--- src/drc_pkg.sv ---
// Constants and carrier types for the refresh and oscillator control block.
// Assumes a 125 MHz system clock.
package drc_pkg;
  localparam int unsigned DRC_CLK_HZ = 125000000;
  localparam int unsigned DRC_OSC_HZ = 21000;
  localparam int unsigned DRC_EXT_MAX_HZ = 200000;
  localparam int unsigned DRC_NUM_CHAN = 14;
  localparam int unsigned DRC_CODE_W = 8;
  // Half period of the internal oscillator, rounded down
  localparam logic [11:0] DRC_OSC_HALF_CYC = 12'(DRC_CLK_HZ / (2 * DRC_OSC_HZ));
  localparam logic [11:0] DRC_OSC_CNT_RST = 12'h000;
  localparam logic [3:0] DRC_CHAN_LAST = 4'(DRC_NUM_CHAN - 1);
  localparam logic [3:0] DRC_CHAN_RST = 4'h0;
  localparam logic [2:0] DRC_BIT_LAST = 3'h7;
  localparam logic [7:0] DRC_CODE_RST = 8'h00;
  localparam logic DRC_SEL_INTERNAL = 1'b0;
  localparam logic DRC_SEL_RST = DRC_SEL_INTERNAL;
  // Released pin idles high on its pull-up, so the edge detector starts there
  localparam logic DRC_PIN_IDLE = 1'b1;

  typedef struct packed {
    logic frame_start;
    logic bit_valid;
    logic bit_value;
  } drc_code_in_t;

  typedef struct packed {
    logic [3:0] chan;
    logic switch_closed;
    logic refresh_pulse;
  } drc_refresh_t;
endpackage

--- src/drc_pin_sync.sv ---
// Two-flop synchroniser with edge detect for the refresh clock pin input.
// Assumes the pin level is asynchronous to clk_sys.
`timescale 1ns/1ps
`default_nettype none
module drc_pin_sync
  import drc_pkg::*;
(
  input wire logic clk_sys,
  input wire logic rstn,
  input wire logic pin_in,
  output logic level,
  output logic rise,
  output logic fall
);
  logic meta;
  logic sync;
  logic prev;
  logic next_meta;
  logic next_sync;
  logic next_prev;

  always_comb begin
    next_meta = pin_in;
    next_sync = meta;
    next_prev = sync;
  end

  always_ff @(posedge clk_sys) begin
    if (!rstn) begin
      meta <= DRC_PIN_IDLE;
      sync <= DRC_PIN_IDLE;
      prev <= DRC_PIN_IDLE;
    end else begin
      meta <= next_meta;
      sync <= next_sync;
      prev <= next_prev;
    end
  end

  // Edges are seen only after both sync stages
  assign level = sync;
  assign rise = sync & ~prev;
  assign fall = ~sync & prev;
endmodule
`default_nettype wire

--- src/drc_refresh_ctrl.sv ---
// Refresh sequencer for 14 channel codes with internal/external refresh clock.
// Assumes code bits and control loads arrive synchronous to clk_sys.
// Functional notes
// - Channel codes are 8 bits, shifted in and assembled MSB first.
// - Falling refresh clock edge refreshes a channel output with its stored code.
// - Rising refresh clock edge opens the refresh switch, ending the interval.
// - Internal source gives about 21kHz clock, driven out on the pin.
// - Reset defaults to internal oscillator with the pin released.
// - External mode accepts another chip's internal clock on the pin.
// - Channels update in a continuous repeating cycle; latency depends on arrival.
// - Source select 0 picks internal clock and output pin; 1 external input.
// - External refresh clock up to about 200kHz is followed.
`timescale 1ns/1ps
`default_nettype none
module drc_refresh_ctrl
  import drc_pkg::*;
(
  input wire logic clk_sys,
  input wire logic rstn,
  input wire drc_code_in_t code_in,
  input wire logic ctrl_load,
  input wire logic osc_source_select,
  input wire logic refresh_clock_pin_in,
  output logic refresh_clock_pin_out,
  output logic refresh_clock_pin_oe_n,
  output logic [DRC_NUM_CHAN-1:0][DRC_CODE_W-1:0] channel_level,
  output drc_refresh_t refresh_state
);
  logic [7:0] shift;
  logic [2:0] bit_cnt;
  logic [3:0] wr_chan;
  logic [DRC_NUM_CHAN-1:0][DRC_CODE_W-1:0] code_store;
  logic sel;
  logic drive_en;
  logic [11:0] osc_cnt;
  logic osc_lvl;
  logic [3:0] rf_chan;
  logic sw_closed;
  logic rf_pulse;

  logic [7:0] next_shift;
  logic [2:0] next_bit_cnt;
  logic [3:0] next_wr_chan;
  logic [DRC_NUM_CHAN-1:0][DRC_CODE_W-1:0] next_code_store;
  logic next_sel;
  logic next_drive_en;
  logic [11:0] next_osc_cnt;
  logic next_osc_lvl;
  logic [3:0] next_rf_chan;
  logic next_sw_closed;
  logic next_rf_pulse;
  logic [DRC_NUM_CHAN-1:0][DRC_CODE_W-1:0] next_channel_level;
  logic next_pin_out;
  logic next_pin_oe_n;

  logic ext_level;
  logic ext_rise;
  logic ext_fall;
  logic osc_rise;
  logic osc_fall;
  logic clk_rise;
  logic clk_fall;

  // External clock path through the synchroniser
  drc_pin_sync u_pin_sync (
    .clk_sys(clk_sys),
    .rstn(rstn),
    .pin_in(refresh_clock_pin_in),
    .level(ext_level),
    .rise(ext_rise),
    .fall(ext_fall)
  );

  // Serial code assembly
  // Bytes past the last channel are dropped until the next frame start
  always_comb begin
    next_shift = shift;
    next_bit_cnt = bit_cnt;
    next_wr_chan = wr_chan;
    next_code_store = code_store;
    if (code_in.frame_start) begin
      next_bit_cnt = 3'h0;
      next_wr_chan = DRC_CHAN_RST;
    end else if (code_in.bit_valid) begin
      next_shift = {shift[6:0], code_in.bit_value};
      next_bit_cnt = 3'(bit_cnt + 3'h1);
      if (bit_cnt == DRC_BIT_LAST) begin
        if (wr_chan <= DRC_CHAN_LAST) begin
          next_code_store[wr_chan] = {shift[6:0], code_in.bit_value};
          next_wr_chan = 4'(wr_chan + 4'h1);
        end
      end
    end
  end

  // Source select and pin drive; pin stays released until internal mode is loaded
  // Switching source may leave one spurious edge from the old clock
  always_comb begin
    next_sel = sel;
    next_drive_en = drive_en;
    if (ctrl_load) begin
      next_sel = osc_source_select;
      next_drive_en = (osc_source_select == DRC_SEL_INTERNAL);
    end
    next_pin_oe_n = ~(next_drive_en && next_sel == DRC_SEL_INTERNAL);
  end

  // Internal oscillator
  // Counter runs in both modes so the pin drives a clean level at a switch
  always_comb begin
    next_osc_cnt = 12'(osc_cnt + 12'h001);
    next_osc_lvl = osc_lvl;
    osc_rise = 1'b0;
    osc_fall = 1'b0;
    if (osc_cnt >= DRC_OSC_HALF_CYC - 12'h001) begin
      next_osc_cnt = DRC_OSC_CNT_RST;
      next_osc_lvl = ~osc_lvl;
      osc_rise = ~osc_lvl;
      osc_fall = osc_lvl;
    end
    next_pin_out = next_osc_lvl;
  end

  // Selected refresh clock edges
  always_comb begin
    if (sel == DRC_SEL_INTERNAL) begin
      clk_rise = osc_rise;
      clk_fall = osc_fall;
    end else begin
      clk_rise = ext_rise;
      clk_fall = ext_fall;
    end
  end

  // Continuous refresh cycle over all channels
  always_comb begin
    next_rf_chan = rf_chan;
    next_sw_closed = sw_closed;
    next_rf_pulse = 1'b0;
    next_channel_level = channel_level;
    if (clk_fall) begin
      next_channel_level[rf_chan] = code_store[rf_chan];
      next_sw_closed = 1'b1;
      next_rf_pulse = 1'b1;
    end else if (clk_rise && sw_closed) begin
      next_sw_closed = 1'b0;
      // A fall with the switch still closed refreshes the same channel again
      if (rf_chan == DRC_CHAN_LAST) begin
        next_rf_chan = DRC_CHAN_RST;
      end else begin
        next_rf_chan = 4'(rf_chan + 4'h1);
      end
    end
  end

  // Code assembly registers
  always_ff @(posedge clk_sys) begin
    if (!rstn) begin
      shift <= DRC_CODE_RST;
      bit_cnt <= 3'h0;
      wr_chan <= DRC_CHAN_RST;
      code_store <= '0;
    end else begin
      shift <= next_shift;
      bit_cnt <= next_bit_cnt;
      wr_chan <= next_wr_chan;
      code_store <= next_code_store;
    end
  end

  // Source select registers
  always_ff @(posedge clk_sys) begin
    if (!rstn) begin
      sel <= DRC_SEL_RST;
      drive_en <= 1'b0;
    end else begin
      sel <= next_sel;
      drive_en <= next_drive_en;
    end
  end

  // Oscillator registers
  always_ff @(posedge clk_sys) begin
    if (!rstn) begin
      osc_cnt <= DRC_OSC_CNT_RST;
      osc_lvl <= 1'b0;
    end else begin
      osc_cnt <= next_osc_cnt;
      osc_lvl <= next_osc_lvl;
    end
  end

  // Refresh sequencing registers
  always_ff @(posedge clk_sys) begin
    if (!rstn) begin
      rf_chan <= DRC_CHAN_RST;
      sw_closed <= 1'b0;
      rf_pulse <= 1'b0;
      channel_level <= '0;
    end else begin
      rf_chan <= next_rf_chan;
      sw_closed <= next_sw_closed;
      rf_pulse <= next_rf_pulse;
      channel_level <= next_channel_level;
    end
  end

  // Pin registers; released at reset to avoid contention
  always_ff @(posedge clk_sys) begin
    if (!rstn) begin
      refresh_clock_pin_out <= 1'b0;
      refresh_clock_pin_oe_n <= 1'b1;
    end else begin
      refresh_clock_pin_out <= next_pin_out;
      refresh_clock_pin_oe_n <= next_pin_oe_n;
    end
  end

  assign refresh_state.chan = rf_chan;
  assign refresh_state.switch_closed = sw_closed;
  assign refresh_state.refresh_pulse = rf_pulse;
endmodule
`default_nettype wire

--- config.mk ---
export PLATFORM = sky130hd
export DESIGN_NAME = drc_refresh_ctrl
export DESIGN_NICKNAME = d
export VERILOG_FILES = /design/src/drc_pkg.sv /design/src/drc_pin_sync.sv /design/src/drc_refresh_ctrl.sv
export SDC_FILE = /design/constraint.sdc
export NUM_CORES = 1
export LEC_CHECK = 0
export BUFFER_PORTS_ARGS = -buffer_cell sky130_fd_sc_hd__buf_2
export CORE_MARGIN = 3
export CORE_UTILIZATION = 58
export DETAILED_ROUTE_END_ITERATION = 8
export GPL_TIMING_DRIVEN = 0
export PLACE_DENSITY_LB_ADDON = 0.3
export SLEW_MARGIN = 20
export SYNTH_ARGS = -nofsm -noshare
export SYNTH_HDL_FRONTEND = slang
export SYNTH_SLANG_ARGS = --single-unit
--- constraint.sdc ---
create_clock -name clk_sys -period 2.25 [get_ports clk_sys]
set_input_delay 0.225 -clock clk_sys [delete_from_list [all_inputs] [get_ports clk_sys]]
set_output_delay 0.225 -clock clk_sys [all_outputs]
set_load 0.05 [all_outputs]
# Word-level counts from Yosys, hierarchy flattened
# Cells that the tools add are included.
[classes] eq_ne=2 n_mux=18 magnitude_cmp=6 add_sub_neg=4 bitwise_logic=11 reduce_logical=11
[ops] cell="$bwmux 112" n=2
[ops] cell="$demux 8 s4" n=2
[ops] cell="$bmux 8 s4" n=1
[ops] cell="$mux 8" n=3
[ops] cell="$add 12x1->12 const B" n=1
[ops] cell="$ge 12x12->1 const B" n=1
[ops] cell="$lt 4x5->1 const B" n=2
[ops] cell="$mux 1" n=9
[ops] cell="$not 1->1" n=9
[ops] cell="$add 4x1->4 const B" n=2
[ops] cell="$ge 4x1->1 const B" n=2
[ops] cell="$eq 4x4->1 const B" n=1
[ops] cell="$le 4x4->1 const B" n=1
[ops] cell="$logic_and 1x1->1" n=4
[ops] cell="$mux 4" n=1
[ops] cell="$reduce_and 2->1" n=2
[ops] cell="$reduce_and 4->1" n=1
[ops] cell="$reduce_or 2->1" n=2
[ops] cell="$add 3x1->3 const B" n=1
[ops] cell="$eq 3x3->1 const B" n=1
[ops] cell="$reduce_and 3->1" n=1
[ops] cell="$and 1x1->1" n=2
[ops] cell="$reduce_bool 2->1" n=1
[word_totals] regBits=263 elab_cells=94 output_inout_bits=120

# Longest topological paths before layout
[logic_depth] word_depth=6 ltp_mapped=9 mapped_depth_nobuf=7

# Hierarchy
# Synthesis repeated with hierarchy kept, for this count alone.
[hier_totals] cells_unflattened=1009 area_unflattened_um2=10628.9
[by_module_without_submodules] mod="drc_refresh_ctrl" instances=1 cells_each=1001 area_per_inst_um2=10537.6 seq_area_each_um2=5205.0
[by_module_without_submodules] mod="drc_pin_sync" instances=1 cells_each=8 area_per_inst_um2=91.3 seq_area_each_um2=60.1

# Least setup slack after synthesis
# OpenSTA, ideal clock, no wires.
[synth_timing] path_type="register to register" start="reg rf_chan[1]" end="reg channel_level[71] (netlist bit)" path_stages_with_launch=8 arrival_ns=2.026 period_less_slack_ns=2.147 setup_time_ns=0.121 setup_slack_ns=0.103 path_cell_list="dfxtp_1 > buf_4 > mux4_2 > o22ai_1 > a211oi_1 > a31oi_2 > buf_4 > a21oi_1"
[synth_via] elab_chain_len=5 word_cells_on_any_way=8 classes_between="order compare (2); mux (5); reduce/logical (1)"
[synth_lines] element="start: declaration" line_no="drc_refresh_ctrl.sv:37" text="logic [3:0] rf_chan;"
[synth_lines] element="start signal: assignment" line_no="drc_refresh_ctrl.sv:201" text="rf_chan <= next_rf_chan;"
[synth_lines] element="$lt 4x5->1 (implied by the code) / $ge 4x1->1 (equally long branches)" line_no="drc_refresh_ctrl.sv:142" text="next_channel_level[rf_chan] = code_store[rf_chan];"
[synth_lines] element="$logic_and 1x1->1 (implied by the code)" line_no="drc_refresh_ctrl.sv:142"
[synth_lines] element="$mux 8 (implied by the code)" line_no="drc_refresh_ctrl.sv:142"
[synth_lines] element="$demux 8 s4" line_no="drc_refresh_ctrl.sv:142"
[synth_lines] element="$bwmux 112 *" line_no="drc_refresh_ctrl.sv:142"
[synth_lines] element="end signal: assignment" line_no="drc_refresh_ctrl.sv:204" text="channel_level <= next_channel_level;"
[synth_lines] element="end: declaration" line_no="drc_refresh_ctrl.sv:26" text="output logic [DRC_NUM_CHAN-1:0][DRC_CODE_W-1:0] channel_level,"
# Every way passes the cells marked *; elsewhere a longest branch is shown, timed or not. The select of a mux whose other input is x is not followed.
# A chain may end at the register's enable or synchronous reset.

# Worst setup path in the final report
[layout_timing] start="reg osc_cnt[0]" end="reg channel_level[86] (netlist bit)"
[layout_via] elab_chain_len=3
[layout_lines] element="start: declaration" line_no="drc_refresh_ctrl.sv:35" text="logic [11:0] osc_cnt;"
[layout_lines] element="start signal: assignment" line_no="drc_refresh_ctrl.sv:188" text="osc_cnt <= next_osc_cnt;"
[layout_lines] element="$ge 12x12->1" line_no="drc_refresh_ctrl.sv:115" text="if (osc_cnt >= DRC_OSC_HALF_CYC - 12'h001) begin"
[layout_lines] element="$mux 1" line_no="drc_refresh_ctrl.sv:115"
[layout_lines] element="$mux 1" line_no="drc_refresh_ctrl.sv:126" text="if (sel == DRC_SEL_INTERNAL) begin"
# No other way between the ends.

==> out/qor.txt <==
setup slack at placement: -0.06853 ns
FF-to-FF Start: osc_cnt[0]
RSZ-0062 raised after global routing: true
CTS tree: done
Slew @ Worst Pin: 0.7662 ns
synthesized area per cell: 10.12 sq um
# H-tree levels: 1
Initial DRT Pass Iterations: 7
vias in the first global route: 8397
initial DRC count: 743
EDFF count, synth: 0
largest net degree at the start of global routing: 15
Reg power frac: 50.2%
Top FF cell, synth: dfxtp_1
DRC Markers: 0
Mapped Cells: 1081
Met3 Wirelength: 1.734 mm
Leak: 4.863 nW
post-route insts no fill: 1495
antenna violations before repair: 0
commonest non-fill, non-tap cell in the layout: dfxtp_1
peak supply drop: 646.0 uV
setup_tns: 0 ns
Hold Violations, Final: 0
Yosys reg bits: 263
All-Layer GR Usage: 27.50%
hold wc startpoint: ctrl_load
placed cell count: 1435
Switching Fraction: 20.74%
clock skew: 0.01269 ns
most frequent cells in the layout: 261 x dfxtp_1, 141 x mux2i_1, 140 x buf_2
Hold Path End: sel
dpl hpwl: 19.57 mm
Min-Delay Path Class: primary input to flip-flop
fin area: 12970 sq um
Adder-Cell Fraction of Synth Area: 0.9151%
mux share of post-synthesis cell area: 16.09%
Post-Syn Area: 10940 sq um
number of buffers and inverters on the critical path: 2
Simple-Gate Fraction of Synth Area: 14.64%
Post-Synth XOR/XNOR Area: 1.121%
Synth warnings: 0
worst r2r dst: channel_level[86]
WP data arrival: 2.67 ns
CP required: 2.71 ns
Total Wirelength: 29.00 mm
FP Rows: 49
fin crit period: 2.213 ns
Synth top area share: 48.14%
largest family of logic cells by synthesized area: multiplexers
Post-Route M1 WL: 12.31 mm
Die W: 143.3 um
first-pass GRT wire length: 45.19 mm
Setup-failing EPs final: 0
post-synthesis sequential area ratio: 48.14%
final core utilization: 71.01%
CP peak stage delay: 0.41 ns
slowest stage cell, crit path: a21oi_2
number of routed nets with antenna violations: 0
Pwr Density: 718.9 nW/um^2
type of origin of the critical path: flip-flop
fmax: 451.9 MHz
Final WS setup: 0.03702 ns
max-slew violation count: 0
cell-internal power: 7.393 mW
Clock power frac: 47.4%
Die Y-Extent: 143.3 um
Critical Path Sink Type: flip-flop
max_cap viols: 0
core area: 18270 sq um
worst reg2reg setup slack: 0.04 ns
Top Layer Used: met4
syn_nets: 1097
most used cell, CP: buf_4
Layout area overhead: 18.61%
clk_lat worst skew: 0.53 ns
PnR Total Power: 9.327 mW
cells on worst reg2reg path: 8
hold path depth: 3
Inserted Diodes: 0
synth top area cells: dfxtp_1 48%, mux2i_1 13%, nor2b_1 7.0%
overflow left after global routing: 0
Avg WL per Cell: 19.40 um
relative slew slack: 48.77%
TritonCTS Buffers: 26
Root Buffer Master: clkbuf_16
post-synthesis compound-gate area fraction: 14.80%
IO Pins: 128
Yosys cell types: 61
CP top delay family: compound AO/OA/AOI/OAI gates
initial core utilization: 59.87%
placer congestion estimate: 0.8934
Fillers: 1361
critical-path cell list: ha_1 > and4_1 > buf_4 > o2111ai_2 > a21oi_2 > buf_4 > o21ai_0 > a21oi_1
critical path type: flip-flop to flip-flop
vias per cell: 5.860
Tcrit/Tclk final: 98.35%
Yosys top cell by area: dfxtp_1
Worst-path clk slew: 0.07 ns
placed inst area: 11850 sq um
asr flop ratio synth: 0%
clk buf depth: 3
layout cells sized above 1: 23.14%
Routed met2 length: 13.89 mm
combinational share of power: 2.3%
PortBufs: 125
# clock sinks: 263
vias: 8761
die area: 20540 sq um
WHS: 0.02856 ns
largest fanout on the critical path: 10
nets: 1263
switching pwr: 1.934 mW
status: completed
## state kept, by name, summed over array words and instances (netlist names)
signal,count
rf_pulse,1
channel_level,112
wr_chan,4
sel,1
shift,7
osc_cnt,12
code_store,112
refresh_clock_pin_out,1
refresh_clock_pin_oe_n,1
bit_cnt,3
u_pin_sync.meta,1
sw_closed,1
u_pin_sync.prev,1
rf_chan,4
u_pin_sync.level,1
drive_en,1
## synth_stat cells (all sizes together), types with 9 or more instances
master    n
nor2     34
clkbuf   37
o21ai   122
nor2b   123
mux2i   141
nand2    49
a21oi   127
buf      48
a21boi   10
nand2b    9
mux4     14
o22ai     9
dfxtp   263
## tightest hold or removal path, delay by kind of cell
family / cells / cell delay [ns]
mux: 1 / 0.08
simple gates: 1 / 0.09
buf+inv: 1 / 0.13
## logic make-up after synthesis
| family | count (synthesis) |
|---|---|
| multiplexers | 158 |
| adder cells (fa/ha/maj) | 8 |
| buffers and inverters | 89 |
| flip-flops | 263 |
| AND/OR/NAND/NOR | 261 |
| XOR/XNOR | 14 |
| AO/OA/AOI/OAI | 288 |
## cell type report
class | count | area, sq um | area share, %
plain buffers | 85 | 481.7 | 3.713
clock buffers | 38 | 787.0 | 6.066
clock inverters | 9 | 95.09 | 0.7330
inverters | 4 | 15.01 | 0.1157
multi-input cells | 729 | 5285 | 40.74
flip-flops and latches | 263 | 5268 | 40.60
well taps | 229 | 286.5 | 2.209
repair buffers | 138 | 755.7 | 5.825
## worst max-delay path by stage
| stage | startpoint | to | slack (ns) | depth (start not counted) |
|---|---|---|---|---|
| finish | osc_cnt[0] | channel_level[86] | 0.04 | 8 |
| global route | osc_cnt[0] | channel_level[86] | -0.11 | 8 |
| CTS | osc_cnt[0] | channel_level[77] | -0.005 | 8 |
| detailed placement | osc_cnt[0] | channel_level[94] | -0.07 | 8 |
| global placement | rf_chan[0] | channel_level[76] | -0.03 | 6 |
| floorplan | rf_chan[1] | channel_level[71] | 0.10 | 7 |
## metal layers
metal,up-vias,global-route usage [%]
li1,4129,-
met1,4248,36.50
met2,306,46.61
met3,78,3.860
met4,0,9.068
met5,-,0
## timing repair
action	4_1_cts	5_1_grt
hold buffers	3	0
resized for setup	8	21
buffers inserted	2	8
gates cloned	0	0
endpoints found under the setup margin	56	109
pin swaps	2	3
hold endpoints to repair	4	0
## power by group through the flow
| stage | Sequential (mW) | Clock [mW] | Combinational, mW |
|---|---|---|---|
| finish | 4.69 | 4.42 | 0.217 |
| global route | 4.69 | 4.63 | 0.234 |
| CTS | 4.69 | 4.46 | 0.215 |
| detailed placement | 4.79 | 0 | 0.209 |
| global placement | 4.79 | 0 | 0.207 |
| floorplan | 4.80 | 0 | 0.133 |
No activity file was read; power rests on OpenSTA's default activity.
